`src/verilog/sap_params.svh`:
```
`ifndef SAP_PARAMS_SVH
`define SAP_PARAMS_SVH
// ----------------------------------------
// port geometry
// ----------------------------------------
`define SAP_LANES        4
`define SAP_SLOT_BITS    32
`define SAP_MIN_FRAME    64
`define SAP_FIFO_DEPTH   16
// ----------------------------------------
// timing
// ----------------------------------------
`define SAP_CLK_MHZ      50
`define SAP_BCLK_NS      160
`define SAP_HALF_CYC     ((`SAP_BCLK_NS * `SAP_CLK_MHZ) / 2000)
`define SAP_SYNC_STAGES  2
`endif

```
`src/verilog/sap_pkg.sv`:
```
`include "sap_params.svh"
package sap_pkg;
	typedef enum logic {
		SAP_SLAVE  = 1'b0,
		SAP_MASTER = 1'b1
	} sap_mode_t;

	// one received slot: lane, side and data
	typedef struct packed {
		logic [1:0]                 lane;
		logic                       right;
		logic [`SAP_SLOT_BITS-1:0]  data;
	} sap_word_t;

	// one slot for each of the output lanes
	typedef struct packed {
		logic [`SAP_LANES-1:0][`SAP_SLOT_BITS-1:0] lane_data;
	} sap_frame_t;
endpackage

```
`src/verilog/sap_fifo.sv`:
```
`timescale 1ns/100ps
module sap_fifo #(
	parameter int WIDTH = 8,
	parameter int DEPTH = 16
) (
	// clock and reset
	input  wire logic             clock_i,
	input  wire logic             reset_i,
	// fill side
	input  wire logic             in_valid_i,
	output logic                  in_ready_o,
	input  wire logic [WIDTH-1:0] in_data_i,
	// drain side, read data registered
	output logic                  out_valid_o,
	input  wire logic             out_ready_i,
	output logic      [WIDTH-1:0] out_data_o
);
	localparam int AW = $clog2(DEPTH);
	localparam int CW = $clog2(DEPTH + 1);

	if (DEPTH < 2 || (1 << AW) != DEPTH) begin : g_chk
		$error("fifo depth must be a power of two");
	end

	logic [WIDTH-1:0] mem [DEPTH];
	logic [AW-1:0]    wr_ptr;
	logic [AW-1:0]    rd_ptr;
	logic [CW-1:0]    count;
	logic             push;
	logic             pop;

	assign in_ready_o = (count != CW'(DEPTH));
	assign push       = in_valid_i && in_ready_o;
	assign pop        = (count != '0) && (!out_valid_o || out_ready_i);

	always_ff @(posedge clock_i) begin
		if (push) begin
			mem[wr_ptr] <= in_data_i;
		end
	end

	always_ff @(posedge clock_i) begin
		if (reset_i) begin
			wr_ptr <= '0;
			rd_ptr <= '0;
			count  <= '0;
		end else begin
			wr_ptr <= wr_ptr + AW'(push);
			rd_ptr <= rd_ptr + AW'(pop);
			count  <= count + CW'(push) - CW'(pop);
		end
	end

	always_ff @(posedge clock_i) begin
		if (reset_i) begin
			out_valid_o <= 1'b0;
			out_data_o  <= '0;
		end else if (pop) begin
			out_valid_o <= 1'b1;
			out_data_o  <= mem[rd_ptr];
		end else if (out_ready_i) begin
			out_valid_o <= 1'b0;
		end
	end
endmodule

```
`src/verilog/sap_port.sv`:
```
// Summary of operation
// - normal inputs use main bit/frame clocks
// - converter-routed inputs use converter clock pair
// - slave frame clock sampled on rising edge
// - input data captured on rising edge
// - output data changes after falling edge
// - master frame clock changes on falling edge
// - clocks in slave, out in master; slave after reset
// - main clock pair frames outputs and non-routed inputs
`timescale 1ns/100ps
`include "sap_params.svh"
module sap_port
	import sap_pkg::*;
#(
	parameter int SLOT_BITS  = `SAP_SLOT_BITS,
	parameter int FIFO_DEPTH = `SAP_FIFO_DEPTH,
	parameter int HALF_CYC   = `SAP_HALF_CYC
) (
	// clock and reset
	input  wire logic                  clock_i,
	input  wire logic                  reset_i,
	// configuration
	input  wire logic                  master_mode_i,
	input  wire logic [`SAP_LANES-1:0] route_to_converter_i,
	// main clock pair, two-way pins
	input  wire logic                  main_bit_clock_i,
	output logic                       main_bit_clock_o,
	output logic                       main_bit_clock_oe_n_o,
	input  wire logic                  main_frame_clock_i,
	output logic                       main_frame_clock_o,
	output logic                       main_frame_clock_oe_n_o,
	// converter clock pair, inputs only
	input  wire logic                  converter_bit_clock_i,
	input  wire logic                  converter_frame_clock_i,
	// serial data
	input  wire logic [`SAP_LANES-1:0] serial_audio_in_i,
	output logic      [`SAP_LANES-1:0] serial_audio_out_o,
	// received words
	output logic                       rx_valid_o,
	input  wire logic                  rx_ready_i,
	output sap_word_t                  rx_word_o,
	output logic                       rx_overrun_o,
	// words to send
	input  wire logic                  tx_valid_i,
	input  wire sap_frame_t            tx_frame_i,
	output logic                       tx_ready_o
);
	localparam int NL = `SAP_LANES;
	localparam int BW = $clog2(SLOT_BITS);
	localparam int HW = $clog2(HALF_CYC + 1);
	localparam int SW = $clog2(`SAP_SYNC_STAGES + 2);
	logic [SW-1:0] settle;

	if (SLOT_BITS != `SAP_SLOT_BITS || 2 * SLOT_BITS < `SAP_MIN_FRAME || HALF_CYC < 2)
	begin : g_chk
		$error("unsupported slot width or bit clock divider");
	end

	function automatic logic rise(input logic cur, input logic prev);
		return cur && !prev;
	endfunction

	// ----------------------------------------
	// pin synchronisers and edge detection
	// ----------------------------------------
	logic [7:0] s_pins;
	logic       s_mb;
	logic       s_mlr;
	logic       s_cb;
	logic       s_clr;
	logic       p_mb;
	logic       p_cb;
	logic       m_rise;
	logic       m_fall;
	logic       c_rise;
	logic       armed;

	// the pin is read back even in master mode, so data and clock share one delay
	sap_sync #(.WIDTH(8)) u_sync (
		.clock_i (clock_i),
		.reset_i (reset_i),
		.async_i ({converter_frame_clock_i, converter_bit_clock_i, main_frame_clock_i,
			main_bit_clock_i, serial_audio_in_i}),
		.sync_o  (s_pins)
	);
	assign {s_clr, s_cb, s_mlr, s_mb} = s_pins[7:4];

	always_ff @(posedge clock_i) begin
		if (reset_i) begin
			p_mb   <= 1'b0;
			p_cb   <= 1'b0;
			settle <= '0;
		end else begin
			p_mb   <= s_mb;
			p_cb   <= s_cb;
			settle <= armed ? settle : settle + SW'(1);
		end
	end
	// edges held off until the synchronisers show real pin levels, else an idle-high pin fakes a rise
	assign armed  = (settle == SW'(`SAP_SYNC_STAGES + 1));
	assign m_rise = armed && rise(s_mb, p_mb);
	assign m_fall = armed && rise(p_mb, s_mb);
	assign c_rise = armed && rise(s_cb, p_cb);

	// ----------------------------------------
	// mode and master clock generation
	// ----------------------------------------
	sap_mode_t      mode;
	logic [HW-1:0]  div_cnt;
	logic [BW-1:0]  gen_bits;
	logic           gen_fall;

	always_ff @(posedge clock_i) begin
		if (reset_i) begin
			mode                    <= SAP_SLAVE;
			main_bit_clock_oe_n_o   <= 1'b1;
			main_frame_clock_oe_n_o <= 1'b1;
		end else begin
			mode                    <= sap_mode_t'(master_mode_i);
			main_bit_clock_oe_n_o   <= !master_mode_i;
			main_frame_clock_oe_n_o <= !master_mode_i;
		end
	end

	assign gen_fall = (mode == SAP_MASTER) && (div_cnt == HW'(HALF_CYC - 1))
		&& main_bit_clock_o;

	always_ff @(posedge clock_i) begin
		if (reset_i || mode == SAP_SLAVE) begin
			div_cnt          <= '0;
			main_bit_clock_o <= 1'b0;
		end else if (div_cnt == HW'(HALF_CYC - 1)) begin
			div_cnt          <= '0;
			main_bit_clock_o <= !main_bit_clock_o;
		end else begin
			div_cnt          <= div_cnt + HW'(1);
		end
	end

	// one slot per frame half keeps the frame at 64 bit periods
	always_ff @(posedge clock_i) begin
		if (reset_i || mode == SAP_SLAVE) begin
			gen_bits           <= '0;
			main_frame_clock_o <= 1'b0;
		end else if (gen_fall) begin
			gen_bits <= gen_bits + BW'(1);
			if (gen_bits == BW'(SLOT_BITS - 1)) begin
				main_frame_clock_o <= !main_frame_clock_o;
			end
		end
	end

	// ----------------------------------------
	// receive lanes
	// ----------------------------------------
	logic [NL-1:0]                lane_rise;
	logic [NL-1:0]                lane_lr;
	logic [NL-1:0]                lr_prev;
	logic [NL-1:0][SLOT_BITS-1:0] rx_shift;
	logic [NL-1:0]                done;
	logic [NL-1:0]                pend;
	logic [NL-1:0]                grant;
	sap_word_t                    pend_word [NL];
	sap_word_t                    push_word;
	logic                         push_valid;
	logic                         fifo_ready;

	for (genvar k = 0; k < NL; k++) begin : g_rx
		assign lane_rise[k] = route_to_converter_i[k] ? c_rise : m_rise;
		assign lane_lr[k]   = route_to_converter_i[k] ? s_clr : s_mlr;
		// a frame edge seen on this rise closes the slot with its last bit
		assign done[k]      = lane_rise[k] && (lane_lr[k] != lr_prev[k]);

		always_ff @(posedge clock_i) begin
			if (reset_i) begin
				lr_prev[k]  <= 1'b0;
				rx_shift[k] <= '0;
			end else if (lane_rise[k]) begin
				lr_prev[k]  <= lane_lr[k];
				rx_shift[k] <= {rx_shift[k][SLOT_BITS-2:0], s_pins[k]};
			end
		end

		// new slot beats the grant clearing it
		always_ff @(posedge clock_i) begin
			if (reset_i) begin
				pend[k]      <= 1'b0;
				pend_word[k] <= '0;
			end else if (done[k]) begin
				pend[k]      <= 1'b1;
				pend_word[k] <= '{lane: 2'(k), right: lr_prev[k],
					data: {rx_shift[k][SLOT_BITS-2:0], s_pins[k]}};
			end else if (grant[k]) begin
				pend[k]      <= 1'b0;
			end
		end
	end

	// fixed priority is enough: all lanes drain in four cycles of an eight-cycle bit
	always_comb begin
		grant      = '0;
		push_valid = 1'b0;
		push_word  = pend_word[0];
		for (int i = NL - 1; i >= 0; i--) begin
			if (pend[i]) begin
				push_word  = pend_word[i];
				push_valid = 1'b1;
			end
		end
		for (int i = 0; i < NL; i++) begin
			if (pend[i] && fifo_ready && grant == '0) begin
				grant[i] = 1'b1;
			end
		end
	end

	always_ff @(posedge clock_i) begin
		if (reset_i) begin
			rx_overrun_o <= 1'b0;
		end else if (|(done & pend & ~grant)) begin
			rx_overrun_o <= 1'b1;
		end
	end

	sap_fifo #(.WIDTH($bits(sap_word_t)), .DEPTH(FIFO_DEPTH)) u_fifo (
		.clock_i     (clock_i),
		.reset_i     (reset_i),
		.in_valid_i  (push_valid),
		.in_ready_o  (fifo_ready),
		.in_data_i   (push_word),
		.out_valid_o (rx_valid_o),
		.out_ready_i (rx_ready_i),
		.out_data_o  (rx_word_o)
	);

	// ----------------------------------------
	// transmit lanes, always on the main pair
	// ----------------------------------------
	logic                         tx_fall;
	logic                         tx_lr_seen;
	logic                         tx_new_slot;
	logic                         hold_full;
	logic [NL-1:0][SLOT_BITS-1:0] hold;
	logic [NL-1:0][SLOT_BITS-1:0] tx_shift;
	logic                         tx_take;

	// master uses its own falling edge, which keeps the output delay short
	assign tx_fall = (mode == SAP_MASTER) ? gen_fall : m_fall;
	assign tx_take = tx_valid_i && tx_ready_o;

	always_ff @(posedge clock_i) begin
		if (reset_i) begin
			tx_lr_seen  <= 1'b0;
			tx_new_slot <= 1'b0;
		end else if (m_rise && s_mlr != tx_lr_seen) begin
			tx_lr_seen  <= s_mlr;
			tx_new_slot <= 1'b1;
		end else if (tx_fall) begin
			tx_new_slot <= 1'b0;
		end
	end

	always_ff @(posedge clock_i) begin
		if (reset_i) begin
			hold_full  <= 1'b0;
			tx_ready_o <= 1'b1;
			hold       <= '0;
		end else if (tx_take) begin
			hold_full  <= 1'b1;
			tx_ready_o <= 1'b0;
			hold       <= tx_frame_i.lane_data;
		end else if (tx_fall && tx_new_slot) begin
			hold_full  <= 1'b0;
			tx_ready_o <= 1'b1;
		end
	end

	for (genvar k = 0; k < NL; k++) begin : g_tx
		// an empty holding stage sends a silent slot
		always_ff @(posedge clock_i) begin
			if (reset_i) begin
				tx_shift[k]           <= '0;
				serial_audio_out_o[k] <= 1'b0;
			end else if (tx_fall && tx_new_slot) begin
				tx_shift[k]           <= hold_full ? hold[k] << 1 : '0;
				serial_audio_out_o[k] <= hold_full && hold[k][SLOT_BITS-1];
			end else if (tx_fall) begin
				tx_shift[k]           <= tx_shift[k] << 1;
				serial_audio_out_o[k] <= tx_shift[k][SLOT_BITS-1];
			end
		end
	end

	for (genvar k = 0; k < NL; k++) begin : g_chk_rx

	end
endmodule

```
`src/verilog/sap_sync.sv`:
```
`timescale 1ns/100ps
module sap_sync #(
	parameter int WIDTH = 8
) (
	// clock and reset
	input  wire logic             clock_i,
	input  wire logic             reset_i,
	// levels
	input  wire logic [WIDTH-1:0] async_i,
	output logic      [WIDTH-1:0] sync_o
);
	logic [WIDTH-1:0] meta;

	always_ff @(posedge clock_i) begin
		if (reset_i) begin
			meta   <= '0;
			sync_o <= '0;
		end else begin
			meta   <= async_i;
			sync_o <= meta;
		end
	end
endmodule
```
`config.mk`:
```
export PLATFORM = sky130hd
export DESIGN_NAME = sap_port
export DESIGN_NICKNAME = d
export VERILOG_FILES = /design/src/verilog/sap_pkg.sv /design/src/verilog/sap_fifo.sv /design/src/verilog/sap_port.sv /design/src/verilog/sap_sync.sv
export VERILOG_INCLUDE_DIRS = /design/src /design/src/verilog
export SDC_FILE = /design/constraint.sdc
export NUM_CORES = 2
export LEC_CHECK = 0
export BUFFER_PORTS_ARGS = -buffer_cell sky130_fd_sc_hd__buf_2
export CORE_ASPECT_RATIO = 1.25
export CORE_MARGIN = 2
export CORE_UTILIZATION = 45
export CTS_BUF_LIST = sky130_fd_sc_hd__clkbuf_8
export DETAILED_ROUTE_END_ITERATION = 8
export GPL_TIMING_DRIVEN = 0
export SETUP_SLACK_MARGIN = 0.3
export SLEW_MARGIN = 20
export SYNTH_ARGS = -nofsm -noshare
export SYNTH_HDL_FRONTEND = slang
export SYNTH_SLANG_ARGS = --single-unit
export TNS_END_PERCENT = 20
```
`constraint.sdc`:
```
create_clock -name clock_i -period 4 [get_ports clock_i]
set_clock_uncertainty 0.05 [all_clocks]
set_input_delay 1 -clock clock_i [delete_from_list [all_inputs] [get_ports clock_i]]
set_output_delay 1 -clock clock_i [all_outputs]
set_load 0.03 [all_outputs]
```
# ---- After elaboration in Yosys (flattened, before gate mapping)
# Memory sizes are Yosys's and may differ from the RTL's. A register that Yosys moved wholly into a read port is not among the register bits.
# Cells that the tools add are included.
dict set report classes {
  n_eq_ne 9
  n_bitwise 9
  reduce_logical 51
  addsub 7
  muxes 77
}
# op n
set op_table {}
lappend op_table {{$mux W32} 12}
lappend op_table {{$mux W35} 8}
lappend op_table {{$mux W1} 57}
lappend op_table {{$logic_and A1 B1 Y1} 28}
lappend op_table {{$reduce_bool A2 Y1} 8}
lappend op_table {{$add A4 B1 Y4} 2}
lappend op_table {{$and A4 B4 Y4} 2}
lappend op_table {{$logic_not A1 Y1} 7}
lappend op_table {{$add A5 B1 Y5} 1}
lappend op_table {{$add A5 B1 Y5 const B} 1}
lappend op_table {{$eq A5 B5 Y1 const B} 1}
lappend op_table {{$ne A1 B1 Y1} 5}
lappend op_table {{$ne A5 B5 Y1 const B} 1}
lappend op_table {{$reduce_bool A5 Y1} 1}
lappend op_table {{$sub A5 B1 Y5} 1}
lappend op_table {{$not A4 Y4} 1}
lappend op_table {{$or A1 B1 Y1} 4}
lappend op_table {{$reduce_or A4 Y1} 1}
lappend op_table {{$add A3 B1 Y3 const B} 1}
lappend op_table {{$eq A3 B2 Y1 const B} 1}
lappend op_table {{$logic_not A3 Y1} 1}
lappend op_table {{$add A2 B1 Y2 const B} 1}
lappend op_table {{$eq A2 B2 Y1 const B} 1}
lappend op_table {{$logic_not A2 Y1} 1}
lappend op_table {{other kinds (4)} 6}
dict set report word_totals {
  memories 2
  ram_bits 700
  ff_bits 443
  elab_cells 199
}
# name words width rd rd_ports_with_merged_regs write_ports line_no
set mem_list {}
lappend mem_list {u_fifo.mem 16 35 1 1 1 sap_fifo.sv:25} ;# logic [WIDTH-1:0] mem [DEPTH];
lappend mem_list {pend_word 4 35 4 0 4 sap_port.sv:163} ;# sap_word_t pend_word [NL];

# ---- Longest topological paths before layout
dict set report depth {
  ltp_word 15
  depth_mapped 15
}

# ---- Cells and area by module
# A second synthesis with hierarchy kept.
dict set report unflattened {
  cells_unflattened 3430
  hier_area_um2 44884.3
}
# mod cells_each area_each_um2 n_inst
set by_module_without_submodules {}
lappend by_module_without_submodules {sap_fifo 1022 22938.2 1}
lappend by_module_without_submodules {sap_port 2375 21481.9 1}
lappend by_module_without_submodules {sap_sync 33 464.2 1}

# ---- Worst setup path before layout
# OpenSTA, ideal clock, no wires.
dict set report synth_timing {
  path_type {register to register}
  startpoint {register u_fifo.count[2]}
  endpoint {memory u_fifo.mem[0][0] (netlist bit), enable pin}
  synth_period_minus_slack_ns 4.280
  path_buffers 0
  setup_slack_ns -0.280
  required_time_ns 3.479
  stages_incl_launch_ff 6
  setup_ns 0.471
  arrival_ns 3.760
  path_cell_list {dfxtp_1 > inv_1 > ha_1 > and4bb_2 > or4_1 > nor3_1}
}
dict set report synth_between {
  elab_chain_cells 4
}
# element line_no
set synth_rtl {}
lappend synth_rtl {{start, declared} sap_fifo.sv:28} ;# logic [CW-1:0] count;
lappend synth_rtl {{start signal, assigned} sap_fifo.sv:50} ;# count <= count + CW'(push) - CW'(pop);
lappend synth_rtl {{$ne A5 B5 Y1} sap_fifo.sv:32} ;# assign in_ready_o = (count != CW'(DEPTH));
lappend synth_rtl {{$logic_and A1 B1 Y1} sap_fifo.sv:33} ;# assign push = in_valid_i && in_ready_o;
lappend synth_rtl {{$mux W1} sap_fifo.sv:37} ;# if (push) begin
lappend synth_rtl {{$mux W1 (not written as such)} sap_fifo.sv:38} ;# mem[wr_ptr] <= in_data_i;
lappend synth_rtl {{end, declared} sap_fifo.sv:25}
# Every way passes these cells.

# ---- Worst setup path in the final report
dict set report layout_timing {
  startpoint {register u_fifo.count[3]}
  endpoint {register u_fifo.count[4]}
}
dict set report layout_between {
  elab_cells_between_ends 6
  cone_classes {add/sub (2); eq/ne (1); reduce/logical (3)}
}
# element line_no
set layout_rtl {}
lappend layout_rtl {{$reduce_bool A5 Y1} sap_fifo.sv:34} ;# assign pop = (count != '0) && (!out_valid_o || out_ready_i);
lappend layout_rtl {{$logic_and A1 B1 Y1} sap_fifo.sv:34}
lappend layout_rtl {{via u_fifo.pop} sap_fifo.sv:30} ;# logic pop;
lappend layout_rtl {{$sub A5 B1 Y5} sap_fifo.sv:50}
# The timed path passes the listed nets, and every way through them passes these cells.
# A chain may end at the register's enable or synchronous reset.

==> flow_metrics.env <==
export IMPL_run_status="complete, no violations"
export IMPL_maximum_number_of_pins_on_one_net_before_global_route_repair=27
export IMPL_worstReg2RegEnd="u_fifo.count[4]$_SDFF_PP0_"
export IMPL_worst_slack_ns=0.553
export IMPL_synthesis_area_um2=45300
export IMPL_core_um2=100000
export IMPL_seqPwrFrac_pct=50.6
export IMPL_routed_length_per_placed_instance_um=20.3
export IMPL_min_delay_path_depth=2
export IMPL_synth_avg_cell_area_um2=12.9
export IMPL_share_of_synthesized_area_spent_on_multiplexers_pct=9.55
export IMPL_synthesis_instances=3507
export IMPL_p_int_mw=19.2
export IMPL_cpLargestDelayFamily="adder cells"
export IMPL_post_cts_hold_buffer_count=0
export IMPL_hold_viol_final=0
export IMPL_clock_path_buffers=3
export IMPL_cts_max_level=4
export IMPL_cts_root_buf="sky130_fd_sc_hd__clkbuf_8"
export IMPL_async_flop_share_pct=0
export IMPL_initial_standard_cell_utilization_of_the_core_pct=45.2
export IMPL_filler_cell_count=8714
export IMPL_drc=0
export IMPL_critical_path_start_type="flop"
export IMPL_synth_seq_cells=1169
export IMPL_timing_final_crit_period_ns=3.45
export IMPL_synth_seq_area_share_pct=67.0
export IMPL_yosysUniqueCellTypes=57
export IMPL_hold_path_startpoint="serial_audio_in_i[1]"
export IMPL_yosys_warnings=0
export IMPL_pin_count=191
export IMPL_switchingPower_mw=6.92
export IMPL_comb_power_share_pct=12.3
export IMPL_ant_nets=0
export IMPL_final_period_utilization_pct=86.2
export IMPL_tritoncts_num_sinks=1169
export IMPL_route_top_layer_used="met5"
export IMPL_crit_required_ns=4.72
export IMPL_rows=130
export IMPL_globalplace_congestion=0.808
export IMPL_timing_max_transition_violations_final=0
export IMPL_area_delta_synth_final_pct=15.9
export IMPL_area_share_of_fa_ha_maj_cells_after_synthesis_pct=0.459
export IMPL_worstPathMaxFanout=10
export IMPL_simple_gate_share_of_the_synthesized_area_pct=11.5
export IMPL_tritoncts="yes"
export IMPL_die_h_um=359
export IMPL_final_setup_violation_count=0
export IMPL_buffer_ports_inserted=190
export IMPL_max_cap_violations=0
export IMPL_post_cts_buffers=0
export IMPL_whs_endpoint="u_sync.meta[1]$_SDFF_PP0_"
export IMPL_mappedNetlistNets=3668
export IMPL_timing_critical_path_buf_inv=5
export IMPL_synth_compound_area_share_pct=8.17
export IMPL_vias_per_cell=5.28
export IMPL_max_slew_worst_pin_slew_ns=1.13
export IMPL_synth_edf_count=694
export IMPL_power_frac_clock_pct=37.1
export IMPL_synth_top_family_by_area="simple AND/OR/NAND/NOR gates"
export IMPL_insertion_delay_to_the_later_sink_of_the_worst_skew_pair_ns=0.87
export IMPL_fmaxAchievable_mhz=290
export IMPL_grt_total_usage_pct=21.4
export IMPL_dp_hpwl_um=78000
export IMPL_finalSetupTns_ns=0
export IMPL_max_stage_delay_ns=0.43
export IMPL_worst_setup_hold_path_clk_slew_ns=0.06
export IMPL_design_final_nets=4095
export IMPL_drt_pass1_iter_count=5
export IMPL_cp_cell_sequence="inv_1 > ha_1 > nor4b_2 > nand2b_1 > clkbuf_4 > buf_4 > inv_1 > ha_1 > inv_1 > ha_1 > fa_1 > a21oi_1 > nor2_1 > or3_1 > a21oi_1"
export IMPL_route_met3_wl_um=5170
export IMPL_power_after_layout_mw=26.1
export IMPL_most_used_flip_flop_cell_after_synthesis="sky130_fd_sc_hd__edfxtp_1"
export IMPL_ir_drop_v=0.000297
export IMPL_routed_via_count=28600
export IMPL_wirelength_met1_um=45700
export IMPL_timing_critical_path_to_type="flop"
export IMPL_via_count_of_the_first_global_routing_pass=28700
export IMPL_post_route_cells_drive_above_1_share_pct=17.2
export IMPL_r2r_start="u_fifo.count[3]$_SDFF_PP0_"
export IMPL_post_synth_xor_area_fraction_pct=0.348
export IMPL_worst_path_max_delay_cell="sky130_fd_sc_hd__fa_1"
export IMPL_power_density_nw_per_um2=498
export IMPL_arrival_time_of_the_worst_setup_path_ns=4.16
export IMPL_fp_dieArea_um2=103000
export IMPL_antenna_found_initial=7
export IMPL_dieWidth_um=288
export IMPL_wl_met2_um=55800
export IMPL_placement_setup_worst_slack_ns=-0.493
export IMPL_worst_min_delay_path_category="in2reg"
export IMPL_cts_inserted_buffers=178
export IMPL_r2r_setup_slack_ns=0.55
export IMPL_first_drt_iteration_drcs=1816
export IMPL_grt_pass1_wl_um=167000
export IMPL_power_switching_share_pct=26.5
export IMPL_ff2ff_path_depth=15
export IMPL_relSlewSlack_pct=24.2
export IMPL_drt_wl_total_um=110000
export IMPL_grt_remaining_overflow=0
export IMPL_rsz0062_at_grt="false"
export IMPL_p_leak_nw=17.9
export IMPL_worstSetupPathType="reg2reg"
==> worst max-delay path by stage <==
stage,slack [ns],cells after the start,startpoint,end
CTS,0.30,15,u_fifo.count[3]$_SDFF_PP0_,u_fifo.count[4]$_SDFF_PP0_
detailed placement,-0.49,14,rx_ready_i,u_fifo.count[4]$_SDFF_PP0_
global route,0.31,15,u_fifo.count[3]$_SDFF_PP0_,u_fifo.count[4]$_SDFF_PP0_
floorplan,-0.15,6,u_fifo.count[2]$_SDFF_PP0_,u_fifo.mem[2][0]$_DFFE_PP_
global placement,-3.65,5,pend[1]$_SDFFE_PP0P_,u_fifo.mem[3][7]$_DFFE_PP_
finish,0.55,15,u_fifo.count[3]$_SDFF_PP0_,u_fifo.count[4]$_SDFF_PP0_
==> routing by layer <==
metal,GRT usage [%],up-vias
met5,0,-
met3,4.09,197
met4,7.68,8
li1,-,13800
met1,26.4,14000
met2,37.6,648
==> cell usage after synthesis (3+ instances only) <==
cell type | instances | area [um^2]
sky130_fd_sc_hd__edfxtp_1 | 694 | 20800
sky130_fd_sc_hd__nand2_1 | 683 | 2560
sky130_fd_sc_hd__dfxtp_1 | 475 | 9510
sky130_fd_sc_hd__a21oi_1 | 299 | 1500
sky130_fd_sc_hd__clkbuf_1 | 172 | 646
sky130_fd_sc_hd__nor2_1 | 162 | 608
sky130_fd_sc_hd__and2_1 | 135 | 845
sky130_fd_sc_hd__mux2i_1 | 97 | 971
sky130_fd_sc_hd__mux4_2 | 87 | 1960
sky130_fd_sc_hd__nand3_1 | 79 | 395
sky130_fd_sc_hd__a311oi_1 | 71 | 622
sky130_fd_sc_hd__o21ai_0 | 64 | 320
sky130_fd_sc_hd__nor3_1 | 61 | 305
sky130_fd_sc_hd__mux4_1 | 53 | 1390
sky130_fd_sc_hd__buf_2 | 52 | 260
sky130_fd_sc_hd__a221oi_1 | 46 | 403
sky130_fd_sc_hd__o22ai_1 | 41 | 257
sky130_fd_sc_hd__a211o_1 | 35 | 307
sky130_fd_sc_hd__nor2b_1 | 26 | 163
sky130_fd_sc_hd__buf_1 | 17 | 63.8
sky130_fd_sc_hd__ha_1 | 15 | 188
sky130_fd_sc_hd__buf_6 | 13 | 146
sky130_fd_sc_hd__buf_4 | 12 | 90.1
sky130_fd_sc_hd__a211oi_1 | 11 | 82.6
sky130_fd_sc_hd__inv_1 | 11 | 41.3
sky130_fd_sc_hd__nand2b_1 | 9 | 56.3
sky130_fd_sc_hd__xnor2_1 | 9 | 78.8
sky130_fd_sc_hd__xor2_1 | 9 | 78.8
sky130_fd_sc_hd__and3_1 | 8 | 50.1
sky130_fd_sc_hd__o22a_1 | 6 | 52.6
sky130_fd_sc_hd__nor3b_1 | 5 | 37.5
sky130_fd_sc_hd__o21bai_1 | 5 | 37.5
sky130_fd_sc_hd__nand3b_1 | 4 | 30.0
sky130_fd_sc_hd__o21a_1 | 4 | 30.0
sky130_fd_sc_hd__or3_1 | 4 | 25.0
sky130_fd_sc_hd__and3b_1 | 3 | 26.3
sky130_fd_sc_hd__o21ai_1 | 3 | 15.0
==> timing repair <==
| action | 4_1_cts | 5_1_grt |
|---|---|---|
| setup endpoints to repair | 1 | 1 |
| gates resized for setup | 2 | 3 |
| pin swaps | 0 | 0 |
==> cell families (layout without fill, tap and decap cells) <==
kind of cell,after synthesis,after routing
other cells,0,3
compound gates,594,594
mux,237,237
simple gates,1192,1192
flops,1169,1169
buf+inv,281,859
xor+xnor,18,18
fa+ha+maj,16,16
==> registers in the layout, indices dropped and copies added, names as in the netlist, 2 cells and up <==
register            flops
pend_word             135
pend                    4
u_fifo.out_data_o      35
gen_bits                5
u_sync.meta             8
u_fifo.count            5
u_fifo.rd_ptr           4
rx_shift              124
u_fifo.wr_ptr           4
settle                  2
u_sync.sync_o           8
lr_prev                 4
u_fifo.mem            560
div_cnt                 3
serial_audio_out_o      4
tx_shift              124
hold                  128
==> power by group through the flow <==
stage | Clock (mW) | Sequential [mW] | Combinational, mW
after floorplan | 0 | 13.8 | 1.79
after detailed placement | 0 | 13.5 | 3.23
final | 9.70 | 13.2 | 3.20
after global placement | 0 | 13.5 | 3.19
after CTS | 9.93 | 13.2 | 3.25
after global routing | 10.4 | 13.3 | 3.47
==> stage by stage <==
step | hold slack [ns] | std cells | cell area (um^2) | utilization, %
floorplan | 0.354 | 3507 | 45300 | -
CTS | 0.184 | 5405 | 52400 | 52.3
global placement | 0.366 | 5017 | 47900 | 47.8
finish | 0.299 | 5408 | 52400 | 52.3
detailed placement | 0.373 | 5074 | 48900 | 48.8
global route | 0.263 | 5407 | 52400 | 52.3
==> cells in the final DEF (no fill, tap or decap), types with 6 or more instances in the layout <==
master	instances
sky130_fd_sc_hd__a211o_1	35
sky130_fd_sc_hd__a211oi_1	11
sky130_fd_sc_hd__a21oi_1	299
sky130_fd_sc_hd__a221oi_1	46
sky130_fd_sc_hd__a311oi_1	71
sky130_fd_sc_hd__and2_1	135
sky130_fd_sc_hd__and3_1	8
sky130_fd_sc_hd__buf_1	17
sky130_fd_sc_hd__buf_12	10
sky130_fd_sc_hd__buf_16	15
sky130_fd_sc_hd__buf_2	241
sky130_fd_sc_hd__buf_4	43
sky130_fd_sc_hd__buf_6	15
sky130_fd_sc_hd__bufinv_16	6
sky130_fd_sc_hd__clkbuf_1	170
sky130_fd_sc_hd__clkbuf_8	200
sky130_fd_sc_hd__clkinv_1	28
sky130_fd_sc_hd__clkinv_2	29
sky130_fd_sc_hd__dfxtp_1	475
sky130_fd_sc_hd__edfxtp_1	694
sky130_fd_sc_hd__ha_1	15
sky130_fd_sc_hd__inv_1	66
sky130_fd_sc_hd__mux2i_1	97
sky130_fd_sc_hd__mux4_1	53
sky130_fd_sc_hd__mux4_2	87
sky130_fd_sc_hd__nand2_1	683
sky130_fd_sc_hd__nand2b_1	7
sky130_fd_sc_hd__nand3_1	79
sky130_fd_sc_hd__nor2_1	150
sky130_fd_sc_hd__nor2_4	12
sky130_fd_sc_hd__nor2b_1	26
sky130_fd_sc_hd__nor3_1	56
sky130_fd_sc_hd__nor3_2	6
sky130_fd_sc_hd__o21ai_0	37
sky130_fd_sc_hd__o21ai_1	23
sky130_fd_sc_hd__o21ai_2	7
sky130_fd_sc_hd__o22a_1	6
sky130_fd_sc_hd__o22ai_1	41
sky130_fd_sc_hd__xnor2_1	9
sky130_fd_sc_hd__xor2_1	9
==> worst register-to-register path, cell delays in order (launching register included) <==
cell and delay (ns):
sky130_fd_sc_hd__dfxtp_1 0.32, sky130_fd_sc_hd__inv_1 0.08, sky130_fd_sc_hd__ha_1 0.15, sky130_fd_sc_hd__nor4b_2 0.21, sky130_fd_sc_hd__nand2b_1 0.19, sky130_fd_sc_hd__clkbuf_4 0.29, sky130_fd_sc_hd__buf_4 0.25, sky130_fd_sc_hd__inv_1 0.14
sky130_fd_sc_hd__ha_1 0.30, sky130_fd_sc_hd__inv_1 0.04, sky130_fd_sc_hd__ha_1 0.22, sky130_fd_sc_hd__fa_1 0.43, sky130_fd_sc_hd__a21oi_1 0.14, sky130_fd_sc_hd__nor2_1 0.06, sky130_fd_sc_hd__or3_1 0.34, sky130_fd_sc_hd__a21oi_1 0.14
==> layout make-up <==
cell class / count / area [um^2] / area share (%)
antenna: 3 / 7.51 / 0.0143
inverter: 12 / 45.0 / 0.0859
clock buffer: 200 / 2750 / 5.25
sequential: 1169 / 30300 / 57.9
clock inverter: 131 / 781 / 1.49
timing repair buffer: 247 / 1800 / 3.44
buffer: 269 / 1270 / 2.42
tap: 1320 / 1650 / 3.15
multi-input combinational: 2057 / 13800 / 26.3
(Power assumes the default switching activity.)
